$ cat config.mk
export PLATFORM = sky130hd
export DESIGN_NAME = cmsc_top
export DESIGN_NICKNAME = d
export VERILOG_FILES = /design/src/cmsc_pkg.sv /design/src/cmsc_fifo.sv /design/src/cmsc_top.sv
export SDC_FILE = /design/constraint.sdc
export NUM_CORES = 1
export LEC_CHECK = 0
export BUFFER_PORTS_ARGS = -buffer_cell sky130_fd_sc_hd__buf_2
export CORE_AREA = 2 2 132 147
export DETAILED_ROUTE_END_ITERATION = 16
export DIE_AREA = 0 0 134 149
export PLACE_DENSITY = 0.77
export SLEW_MARGIN = 20
export SYNTH_ARGS = -nofsm -noshare
export SYNTH_HDL_FRONTEND = slang
export SYNTH_SLANG_ARGS = --single-unit
$ cat constraint.sdc
create_clock -name i_clk -period 4.3 [get_ports i_clk]
set_input_delay 0 -clock i_clk [delete_from_list [all_inputs] [get_ports i_clk]]
set_output_delay 0 -clock i_clk [all_outputs]
set_load 0.005 [all_outputs]
$ cat src/cmsc_pkg.sv
// Package: register map, field layout, divide ratios and carrier types of the codec configuration block
package cmsc_pkg;

   // ------------------------------------------------------------------
   // Register offsets and widths
   // ------------------------------------------------------------------
   localparam logic [7:0] CMSC_OFF_MODE = 8'h70;
   localparam logic [7:0] CMSC_OFF_SCR  = 8'h71;
   localparam logic [7:0] CMSC_OFF_CLK  = 8'h72;
   localparam int         CMSC_REG_W    = 16;
   localparam int         CMSC_LFSR_W   = 10;

   // ------------------------------------------------------------------
   // Reset values, all zero except the LFSR seed of 1
   // ------------------------------------------------------------------
   localparam logic [2:0]  CMSC_RST_MODE = 3'h0;
   localparam logic [15:0] CMSC_RST_SCR  = 16'h0000;
   localparam logic [15:0] CMSC_RST_CLK  = 16'h0000;
   localparam logic [9:0]  CMSC_LFSR_SEED = 10'h001;

   // ------------------------------------------------------------------
   // Field positions
   // ------------------------------------------------------------------
   localparam int CMSC_MODE_TOP    = 2;
   localparam int CMSC_SCR_TX_EN   = 15;
   localparam int CMSC_SCR_TX_PRBS = 14;
   localparam int CMSC_SCR_TX_INV  = 13;
   localparam int CMSC_SCR_RX_EN   = 12;
   localparam int CMSC_SCR_RX_PRBS = 11;
   localparam int CMSC_SCR_RX_INV  = 10;
   localparam int CMSC_SCR_POLY_HI = 9;
   localparam int CMSC_CLK_PRE_EN  = 15;
   localparam int CMSC_CLK_DEC_EN  = 14;
   localparam int CMSC_CLK_ENC_EN  = 13;
   localparam int CMSC_CLK_FPRE_HI = 12;
   localparam int CMSC_CLK_FPRE_LO = 11;
   localparam int CMSC_CLK_FDIV_HI = 10;
   localparam int CMSC_CLK_FDIV_LO = 8;
   localparam int CMSC_CLK_BPRE_HI = 7;
   localparam int CMSC_CLK_BPRE_LO = 6;
   localparam int CMSC_CLK_DDIV_HI = 5;
   localparam int CMSC_CLK_DDIV_LO = 3;
   localparam int CMSC_CLK_EDIV_HI = 2;
   localparam int CMSC_CLK_EDIV_LO = 0;

   // ------------------------------------------------------------------
   // Divide ratios in thousandths and the fixed post divider
   // ------------------------------------------------------------------
   localparam logic [15:0] CMSC_FRAC_STEP = 16'h03E8;   // 1.000
   localparam logic [15:0] CMSC_FILT_RATIO [8] = '{16'h03E8, 16'h0FA0, 16'h1E46, 16'h1E69,
                                                   16'h1F40, 16'h2AF8, 16'h3D09, 16'h5B4F};
   localparam logic [15:0] CMSC_BIT_RATIO  [8] = '{16'h03E8, 16'h07D0, 16'h08CA, 16'h0A41,
                                                   16'h0BB8, 16'h0C35, 16'h0D2F, 16'h0DAC};
   localparam logic [5:0]  CMSC_POST_LAST = 6'h3F;       // Divide by 64

   // ------------------------------------------------------------------
   // Carrier types
   // ------------------------------------------------------------------
   typedef struct packed {
      logic adaptive_delta_modulation;
      logic buffered;
      logic linear;
      logic mulaw;
      logic alaw;
   } cmsc_mode_t;

   typedef struct packed {
      logic       tick;
      logic [1:0] cnt;
   } cmsc_pre_t;

   typedef struct packed {
      logic        tick;
      logic [15:0] acc;
   } cmsc_frac_t;

   // Integer pre-scaler step: sel is divide ratio minus one
   function automatic cmsc_pre_t cmsc_pre_step(input logic [1:0] cnt, input logic [1:0] sel);
      cmsc_pre_t r;
      r.tick = (cnt >= sel);
      r.cnt  = r.tick ? 2'h0 : 2'(cnt + 2'h1);
      return r;
   endfunction

   // Fractional step: alternates integer periods so the mean equals ratio/1000
   function automatic cmsc_frac_t cmsc_frac_step(input logic [15:0] acc, input logic [15:0] ratio);
      cmsc_frac_t  r;
      logic [16:0] sum;
      sum    = {1'b0, acc} + {1'b0, CMSC_FRAC_STEP};
      r.tick = (sum >= {1'b0, ratio});
      r.acc  = r.tick ? 16'(sum - {1'b0, ratio}) : sum[15:0];
      return r;
   endfunction

   // LFSR feedback: coefficient n taps stage n
   function automatic logic cmsc_feedback(input logic [9:0] lfsr, input logic [9:0] poly);
      return ^(lfsr & poly);
   endfunction

endpackage

$ cat src/cmsc_fifo.sv
// Synchronous FIFO with valid/ready on both sides
`timescale 1ns/100ps
module cmsc_fifo
   import cmsc_pkg::*;
#(
   parameter int W = 1,
   parameter int D = 8
) (
   // Clock and reset
   input  wire logic         i_clk,
   input  wire logic         i_resetn,
   // Fill side
   input  wire logic         i_in_valid,
   input  wire logic [W-1:0] i_in_data,
   output logic              o_in_ready,
   // Drain side
   output logic              o_out_valid,
   output logic [W-1:0]      o_out_data,
   input  wire logic         i_out_ready
);
   localparam int AW = $clog2(D);

   typedef struct packed {
      logic [D-1:0][W-1:0] mem;
      logic [AW-1:0]       wp;
      logic [AW-1:0]       rp;
      logic [AW:0]         cnt;
      logic                ready;
   } cmsc_fifo_st_t;

   cmsc_fifo_st_t s_r;
   cmsc_fifo_st_t s_nxt;
   logic          push;
   logic          pop;

   // Handshakes on both sides
   assign push = i_in_valid & s_r.ready;
   assign pop  = i_out_ready & (s_r.cnt != '0);

   // Next state: pointers wrap at depth, ready is a registered not-full
   always_comb begin
      s_nxt = s_r;
      if (push) begin
         s_nxt.mem[s_r.wp] = i_in_data;
         s_nxt.wp = (s_r.wp == AW'(D - 1)) ? '0 : AW'(s_r.wp + 1'b1);
      end
      if (pop) begin
         s_nxt.rp = (s_r.rp == AW'(D - 1)) ? '0 : AW'(s_r.rp + 1'b1);
      end
      s_nxt.cnt   = (AW+1)'(s_r.cnt + {{AW{1'b0}}, push} - {{AW{1'b0}}, pop});
      s_nxt.ready = (s_nxt.cnt != (AW+1)'(D));
   end

   // State register
   always_ff @(posedge i_clk or negedge i_resetn) begin
      if (!i_resetn) begin
         s_r       <= '0;
         s_r.ready <= 1'b1;
      end else begin
         s_r <= s_nxt;
      end
   end

   // Outputs
   assign o_in_ready  = s_r.ready;
   assign o_out_valid = (s_r.cnt != '0);
   assign o_out_data  = s_r.mem[s_r.rp];

endmodule

$ cat src/cmsc_top.sv
// Codec mode decode, scrambler pair and clock divider chain configuration block
//
// Behaviour
// - Mode 0 is delta modulation unbuffered, mode 1 delta modulation buffered.
// - Mode 2 linear PCM, 3 mu-law, top bit set A-law; PCM buffered.
// - Scrambler control bit 15 enables the transmit scrambler.
// - Scrambler bit 14 makes the scrambler emit its free-running sequence.
// - Scrambler bit 13 inverts every bit leaving the scrambler.
// - Scrambler bit 12 enables the receive de-scrambler.
// - Scrambler bit 11 makes the de-scrambler emit its pseudo-random sequence.
// - Scrambler bit 10 inverts every bit leaving the de-scrambler.
// - Low ten bits set the shared feedback polynomial, bit n for x^(n+1).
// - Clock divider bit 15 enables the pre-scaler stages.
// - Clock divider bit 14 runs the decode bit clock, else stopped.
// - Clock divider bit 13 runs the encode bit clock, else stopped.
// - Filter pre-scaler divides 1 to 4; filter divider by eight listed ratios.
// - Bit clock pre-scaler divides by 1, 2, 3 or 4.
// - Decode and encode dividers divide by 1 up to 3.5 in eight steps.
// - Encode and decode bit clocks are further divided by 64.
`timescale 1ns/100ps
module cmsc_top
   import cmsc_pkg::*;
#(
   parameter int FIFO_DEPTH = 8
) (
   // Clock and reset
   input  wire logic        i_clk,
   input  wire logic        i_resetn,
   // Register port
   input  wire logic        i_reg_wr,
   input  wire logic        i_reg_rd,
   input  wire logic [7:0]  i_reg_addr,
   input  wire logic [15:0] i_reg_wdata,
   output logic      [15:0] o_reg_rdata,
   // Transmit bit stream in
   input  wire logic        i_tx_valid,
   input  wire logic        i_tx_data,
   output logic             o_tx_ready,
   // Transmit bit stream out
   output logic             o_tx_valid,
   output logic             o_tx_bit,
   // Receive pin and de-scrambled stream
   input  wire logic        i_rx_pin,
   output logic             o_rx_valid,
   output logic             o_rx_bit,
   // Clock ticks and decoded mode
   output logic             o_filt_tick,
   output logic             o_enc_tick,
   output logic             o_dec_tick,
   output cmsc_mode_t       o_mode
);

   // ------------------------------------------------------------------
   // State
   // ------------------------------------------------------------------
   typedef struct packed {
      logic [2:0]  mode;
      logic [15:0] scr;
      logic [15:0] clk;
      logic [1:0]  fpre_cnt;
      logic [1:0]  bpre_cnt;
      logic [15:0] facc;
      logic [15:0] eacc;
      logic [15:0] dacc;
      logic [5:0]  epost;
      logic [5:0]  dpost;
      logic        filt_tick;
      logic        enc_clk;
      logic        dec_clk;
      logic [9:0]  tx_lfsr;
      logic [9:0]  rx_lfsr;
      logic        tx_valid;
      logic        tx_bit;
      logic        rx_s1;
      logic        rx_s2;
      logic        rx_valid;
      logic        rx_bit;
      logic [15:0] rdata;
      cmsc_mode_t  mode_dec;
   } cmsc_core_t;

   cmsc_core_t s_r;
   cmsc_core_t s_nxt;
   logic       fifo_valid;
   logic       fifo_data;
   logic       fifo_pop;
   logic       tx_fb;
   logic       rx_fb;
   logic [9:0] poly;
   logic [1:0] fsel;
   logic [1:0] bsel;

   // ------------------------------------------------------------------
   // Mode decode
   // ------------------------------------------------------------------
   function automatic cmsc_mode_t mode_decode(input logic [2:0] m);
      cmsc_mode_t d;
      d = '0;
      if (m[CMSC_MODE_TOP]) begin
         d.alaw     = 1'b1;
         d.buffered = 1'b1;
      end else begin
         unique case (m[1:0])
            2'h0: d.adaptive_delta_modulation = 1'b1;
            2'h1: begin
               d.adaptive_delta_modulation      = 1'b1;
               d.buffered = 1'b1;
            end
            2'h2: begin
               d.linear   = 1'b1;
               d.buffered = 1'b1;
            end
            2'h3: begin
               d.mulaw    = 1'b1;
               d.buffered = 1'b1;
            end
         endcase
      end
      return d;
   endfunction

   // ------------------------------------------------------------------
   // Transmit buffer
   // ------------------------------------------------------------------
   // Drained only on encode bit clock ticks, so a stopped clock stalls the source
   assign fifo_pop = s_r.enc_clk & ~(s_r.scr[CMSC_SCR_TX_EN] & s_r.scr[CMSC_SCR_TX_PRBS]);

   cmsc_fifo #(
      .W (1),
      .D (FIFO_DEPTH)
   ) u_tx_fifo (
      .i_clk       (i_clk),
      .i_resetn    (i_resetn),
      .i_in_valid  (i_tx_valid),
      .i_in_data   (i_tx_data),
      .o_in_ready  (o_tx_ready),
      .o_out_valid (fifo_valid),
      .o_out_data  (fifo_data),
      .i_out_ready (fifo_pop)
   );

   // Shared polynomial feeds both sequence generators
   assign poly  = s_r.scr[CMSC_SCR_POLY_HI:0];
   assign tx_fb = cmsc_feedback(s_r.tx_lfsr, poly);
   assign rx_fb = cmsc_feedback(s_r.rx_lfsr, poly);

   // ------------------------------------------------------------------
   // Next state
   // ------------------------------------------------------------------
   always_comb begin
      cmsc_pre_t  fp;
      cmsc_pre_t  bp;
      cmsc_frac_t ff;
      cmsc_frac_t ef;
      cmsc_frac_t df;
      logic       sb;
      fp   = '0;
      bp   = '0;
      ff   = '0;
      ef   = '0;
      df   = '0;
      sb   = 1'b0;
      s_nxt = s_r;
      s_nxt.filt_tick = 1'b0;
      s_nxt.enc_clk   = 1'b0;
      s_nxt.dec_clk   = 1'b0;
      s_nxt.tx_valid  = 1'b0;
      s_nxt.rx_valid  = 1'b0;
      s_nxt.rx_s1     = i_rx_pin;
      s_nxt.rx_s2     = s_r.rx_s1;
      s_nxt.mode_dec  = mode_decode(s_r.mode);

      // Register writes and reads
      if (i_reg_wr) begin
         unique case (i_reg_addr)
            CMSC_OFF_MODE: s_nxt.mode = i_reg_wdata[2:0];
            CMSC_OFF_SCR:  s_nxt.scr  = i_reg_wdata;
            CMSC_OFF_CLK:  s_nxt.clk  = i_reg_wdata;
            default:       s_nxt.mode = s_r.mode;
         endcase
      end
      if (i_reg_rd) begin
         unique case (i_reg_addr)
            CMSC_OFF_MODE: s_nxt.rdata = {13'h0000, s_r.mode};
            CMSC_OFF_SCR:  s_nxt.rdata = s_r.scr;
            CMSC_OFF_CLK:  s_nxt.rdata = s_r.clk;
            default:       s_nxt.rdata = 16'h0000;
         endcase
      end

      // Pre-scalers act only while enabled, else they pass every cycle
      fsel = s_r.clk[CMSC_CLK_PRE_EN] ? s_r.clk[CMSC_CLK_FPRE_HI:CMSC_CLK_FPRE_LO] : 2'h0;
      bsel = s_r.clk[CMSC_CLK_PRE_EN] ? s_r.clk[CMSC_CLK_BPRE_HI:CMSC_CLK_BPRE_LO] : 2'h0;
      fp = cmsc_pre_step(s_r.fpre_cnt, fsel);
      bp = cmsc_pre_step(s_r.bpre_cnt, bsel);
      s_nxt.fpre_cnt = fp.cnt;
      s_nxt.bpre_cnt = bp.cnt;

      // Filter clock: pre-scaler then fractional divider
      if (fp.tick) begin
         ff = cmsc_frac_step(s_r.facc, CMSC_FILT_RATIO[s_r.clk[CMSC_CLK_FDIV_HI:CMSC_CLK_FDIV_LO]]);
         s_nxt.facc      = ff.acc;
         s_nxt.filt_tick = ff.tick;
      end

      // Encode bit clock: pre-scaler, divider, divide by 64
      if (!s_r.clk[CMSC_CLK_ENC_EN]) begin
         s_nxt.eacc  = 16'h0000;
         s_nxt.epost = 6'h00;
      end else if (bp.tick) begin
         ef = cmsc_frac_step(s_r.eacc, CMSC_BIT_RATIO[s_r.clk[CMSC_CLK_EDIV_HI:CMSC_CLK_EDIV_LO]]);
         s_nxt.eacc = ef.acc;
         if (ef.tick) begin
            s_nxt.epost   = 6'(s_r.epost + 6'h01);
            s_nxt.enc_clk = (s_r.epost == CMSC_POST_LAST);
         end
      end

      // Decode bit clock: same chain with its own divider
      if (!s_r.clk[CMSC_CLK_DEC_EN]) begin
         s_nxt.dacc  = 16'h0000;
         s_nxt.dpost = 6'h00;
      end else if (bp.tick) begin
         df = cmsc_frac_step(s_r.dacc, CMSC_BIT_RATIO[s_r.clk[CMSC_CLK_DDIV_HI:CMSC_CLK_DDIV_LO]]);
         s_nxt.dacc = df.acc;
         if (df.tick) begin
            s_nxt.dpost   = 6'(s_r.dpost + 6'h01);
            s_nxt.dec_clk = (s_r.dpost == CMSC_POST_LAST);
         end
      end

      // Transmit scrambler, one bit per encode tick
      if (s_r.enc_clk) begin
         if (!s_r.scr[CMSC_SCR_TX_EN]) begin
            s_nxt.tx_valid = fifo_valid;
            s_nxt.tx_bit   = fifo_data;
         end else if (s_r.scr[CMSC_SCR_TX_PRBS]) begin
            s_nxt.tx_valid = 1'b1;
            s_nxt.tx_bit   = tx_fb ^ s_r.scr[CMSC_SCR_TX_INV];
            s_nxt.tx_lfsr  = {s_r.tx_lfsr[8:0], tx_fb};
         end else if (fifo_valid) begin
            sb             = fifo_data ^ tx_fb;
            s_nxt.tx_valid = 1'b1;
            s_nxt.tx_bit   = sb ^ s_r.scr[CMSC_SCR_TX_INV];
            s_nxt.tx_lfsr  = {s_r.tx_lfsr[8:0], sb};
         end
      end

      // Receive de-scrambler, one synchronised pin bit per decode tick
      if (s_r.dec_clk) begin
         s_nxt.rx_valid = 1'b1;
         if (!s_r.scr[CMSC_SCR_RX_EN]) begin
            s_nxt.rx_bit = s_r.rx_s2;
         end else if (s_r.scr[CMSC_SCR_RX_PRBS]) begin
            s_nxt.rx_bit  = rx_fb ^ s_r.scr[CMSC_SCR_RX_INV];
            s_nxt.rx_lfsr = {s_r.rx_lfsr[8:0], rx_fb};
         end else begin
            s_nxt.rx_bit  = s_r.rx_s2 ^ rx_fb ^ s_r.scr[CMSC_SCR_RX_INV];
            s_nxt.rx_lfsr = {s_r.rx_lfsr[8:0], s_r.rx_s2};
         end
      end
   end

   // State register
   always_ff @(posedge i_clk or negedge i_resetn) begin
      if (!i_resetn) begin
         s_r         <= '0;
         s_r.mode    <= CMSC_RST_MODE;
         s_r.scr     <= CMSC_RST_SCR;
         s_r.clk     <= CMSC_RST_CLK;
         s_r.tx_lfsr <= CMSC_LFSR_SEED;
         s_r.rx_lfsr <= CMSC_LFSR_SEED;
      end else begin
         s_r <= s_nxt;
      end
   end

   // Outputs straight from the state register
   assign o_reg_rdata = s_r.rdata;
   assign o_tx_valid  = s_r.tx_valid;
   assign o_tx_bit    = s_r.tx_bit;
   assign o_rx_valid  = s_r.rx_valid;
   assign o_rx_bit    = s_r.rx_bit;
   assign o_filt_tick = s_r.filt_tick;
   assign o_enc_tick  = s_r.enc_clk;
   assign o_dec_tick  = s_r.dec_clk;
   assign o_mode      = s_r.mode_dec;
endmodule

==> flow_summary.toml <==
[status]
status = "finished clean"

[yosys]
yosysTopAreaCell = "dfrtp_1"
syn-cell-area_um2 = 10900
ys_seq_area_frac = 0.387
synth.yosys.warnings = 0
synth_edf_count = 0
syn_inst = 1146
yosys-top-cells-area = "dfrtp_1, ha_1, mux2_2"
yosys.area.top_type_share = 0.380
synth_seq_cells = 168
synth_nets = 1254
avgSynthCellArea_um2 = 9.49
synthTopCellsByCount = "dfrtp_1, nand2_1, nor2_1"
async_reset_ff_frac = 1.00
ys_types = 66
synthFlopType = "dfrtp_1"
yosysMostFrequentCell = "dfrtp_1"

[min_path]
hold_class = "in -> reg"
hold_path_end = "o_reg_rdata[1]$_DFFE_PN0P_"
hold_depth = 2
hp-start = "i_reg_rd"

[sta]
max_clock_freq_mhz = 249
min_period_over_period = 0.932
tightest_slew_ns = 0.988
setup_viol = 0
final-hold-violation-count = 0
setup_tns_ns = 0
drv_slew = 0
slew_headroom = 0.341
fin_crit_ns = 4.01
finalClockSkew_ns = 0.00996

[cells_and_area]
fin_nets = 1308
n_antenna_cell = 0
area_growth_pct = 11.5
drive_above_1_share = 0.162
fill_cells = 1465

[grt]
grtUsageTotal = 0.248
grt_max_degree = 105
grt_pass1_vias = 8282
grt_remaining_overflow = 0
antenna_found_initial = 0
grt_pass1_wl_um = 40000

[flow_run]
drv_cap = 0

[drt]
ant_nets = 0
vias = 8490
routed_wl_um = 23900
vias_per_cell = 5.82
post_drt_wl_per_cell_um = 16.4
dr.first_iter.drc_count = 598
drcViolationCount = 0
drt_pass1_iterations = 5

[setup_path]
cp_data_required_time_ns = 4.65
reg2reg_depth = 17
endpoint_kind = "register"
r2r_start = "s_r[99]$_DFFE_PN0N_"
worst-setup-path-type = "reg -> reg"
timing.rr.end = "s_r[102]$_DFFE_PN0N_"
rrSetupSlack_ns = 0.29
critPathArrivalTime_ns = 4.36
crit_fanout = 16
critPathLaunchType = "register"

[die]
die-area_um2 = 20000
start_util = 0.583
core_area_um2 = 18600
die_y_um = 149
fp.dieW_um = 134
row_count = 53
io_pins = 60

[cts]
clkLatencyLatePin_ns = 0.43
clockRootBuffer = "clkbuf_16"
cts.sinks = 168
clk_pin_slew_ns = 0.07
numCtsBuffers = 17
cts.path.max_buffers = 2
post_cts_buffers = 0
cts_tree = "done"
htreeDepth = 4

[place]
dp_hpwl_um = 16600
place.gp.congestion = 0.895
port_buffers = 59

[power]
vdd_drop_max_mv = 0.369
p_leak_nw = 5.70
total_power_mw = 7.95
power_density_nw_per_um2 = 655
metal layers:
layer / global-route usage / vias up / part of all wire
met2: 0.413 / 189 / 0.48
met5: 0 / - / 0
met3: 0.0438 / 38 / 0.039
li1: - / 4125 / -
met4: 0.0739 / 0 / 0.019
met1: 0.333 / 4138 / 0.46
state kept, by name (all words and copies together), names as in the netlist:
signal                count
o_dec_tick                1
o_enc_tick                1
o_filt_tick               1
o_mode                    5
o_reg_rdata              16
o_rx_bit                  1
o_rx_valid                1
o_tx_bit                  1
o_tx_valid                1
poly                     10
s_nxt                     1
s_r                     110
u_tx_fifo.o_in_ready      1
u_tx_fifo.s_r            18
worst max-delay path: stages, from the launching register on:
cell and delay, ns:
dfrtp_1 0.43, a21o_1 0.25, nor4_2 0.16, buf_4 0.17, nor2b_1 0.22, xnor2_1 0.12
ha_1 0.39, a21o_1 0.19, a21o_1 0.18, a21oi_1 0.16, o21ai_0 0.10, a221o_1 0.30
a21o_1 0.22, or3_1 0.43, buf_4 0.22, o21ai_0 0.25, nand2_1 0.09, o21ai_0 0.07
placed cells by master (no fill, tap or decap), types with 4 or more instances in the layout:
| master | Yosys | layout |
|---|---|---|
| or3_1 | 12 | 12 |
| a21o_1 | 21 | 21 |
| nor2_1 | 75 | 75 |
| o21ai_0 | 74 | 74 |
| a211oi_1 | 6 | 6 |
| dfrtp_1 | 165 | 165 |
| nand3_1 | 23 | 23 |
| inv_8 | 0 | 5 |
| ha_1 | 73 | 73 |
| clkbuf_16 | 0 | 17 |
| nand2_1 | 101 | 101 |
| xor2_1 | 32 | 32 |
| and2_1 | 13 | 13 |
| mux2i_1 | 20 | 20 |
| mux2_2 | 74 | 74 |
| and3_1 | 7 | 7 |
| nor3_1 | 28 | 26 |
| a21boi_0 | 6 | 5 |
| o22ai_1 | 15 | 15 |
| buf_4 | 21 | 15 |
| a22oi_1 | 19 | 19 |
| buf_2 | 4 | 58 |
| dlygate4sd3_1 | 0 | 21 |
| nand2b_1 | 20 | 20 |
| o31ai_1 | 7 | 7 |
| o21a_1 | 9 | 9 |
| nand4_1 | 11 | 11 |
| a31oi_1 | 5 | 5 |
| nor2b_1 | 17 | 17 |
| fa_1 | 4 | 4 |
| o211a_1 | 6 | 6 |
| xnor2_1 | 61 | 61 |
| a21oi_1 | 65 | 65 |
| inv_1 | 61 | 61 |
worst max path at each step:
stage | start | end
after detailed placement | s_r[97]$_DFFE_PN0N_ | s_r[100]$_DFFE_PN0N_
final | s_r[99]$_DFFE_PN0N_ | s_r[102]$_DFFE_PN0N_
after global placement | s_r[97]$_DFFE_PN0N_ | s_r[103]$_DFFE_PN0N_
after global routing | s_r[97]$_DFFE_PN0N_ | s_r[103]$_DFFE_PN0N_
after floorplan | s_r[97]$_DFFE_PN0N_ | s_r[99]$_DFFE_PN0N_
after CTS | s_r[122]$_DFFE_PN0P_ | s_r[100]$_DFFE_PN0N_
stage by stage:
step                      std cells  hold slack [ns]   util  area (µm²)  setup WS, ns
after detailed placement       1407            0.117  0.606       11300         0.238
after global routing           1460           0.0526  0.651       12100       -0.0230
after global placement         1407            0.110  0.606       11300         0.353
final                          1460           0.0316  0.651       12100         0.291
after floorplan                1146           -0.296      -       10900         0.380
after CTS                      1460           0.0128  0.650       12100         0.194
kinds of logic (layout without fill, tap and decap cells):
kind of cell | after synthesis | count (layout) | synth area share
flip-flops | 168 | 168 | 0.387
buffers and inverters | 122 | 189 | 0.0498
AND/OR/NAND/NOR | 330 | 330 | 0.147
AO/OA/AOI/OAI | 260 | 260 | 0.150
XOR/XNOR | 93 | 93 | 0.0749
adder cells (fa/ha/maj) | 77 | 77 | 0.0914
multiplexers | 96 | 96 | 0.0992
layout make-up:
cell class                 count  area (µm²)  share of cell area
clock buffer                  18         429              0.0354
clock inverter                14         180              0.0149
inverter                      62         233              0.0192
multi-input combinational    856        6140               0.507
sequential                   168        4210               0.347
tap                          247         309              0.0255
timing repair buffer          95         624              0.0515
report_power, final:
part | internal [mW] | total (mW) | leakage, nW | switching, mW
combinational | 1.92 | 4.32 | 3.15 | 2.39
sequential | 1.81 | 2.04 | 2.25 | 0.228
clock | 0.886 | 1.59 | 0.298 | 0.706
repair_timing:
item / in CTS / in global routing
gates resized for setup: 0 / 4
endpoints found under the hold margin: 143 / 0
hold buffers: 21 / 0
setup endpoints to repair: 0 / 11
Power figures use the tool's default switching activity.
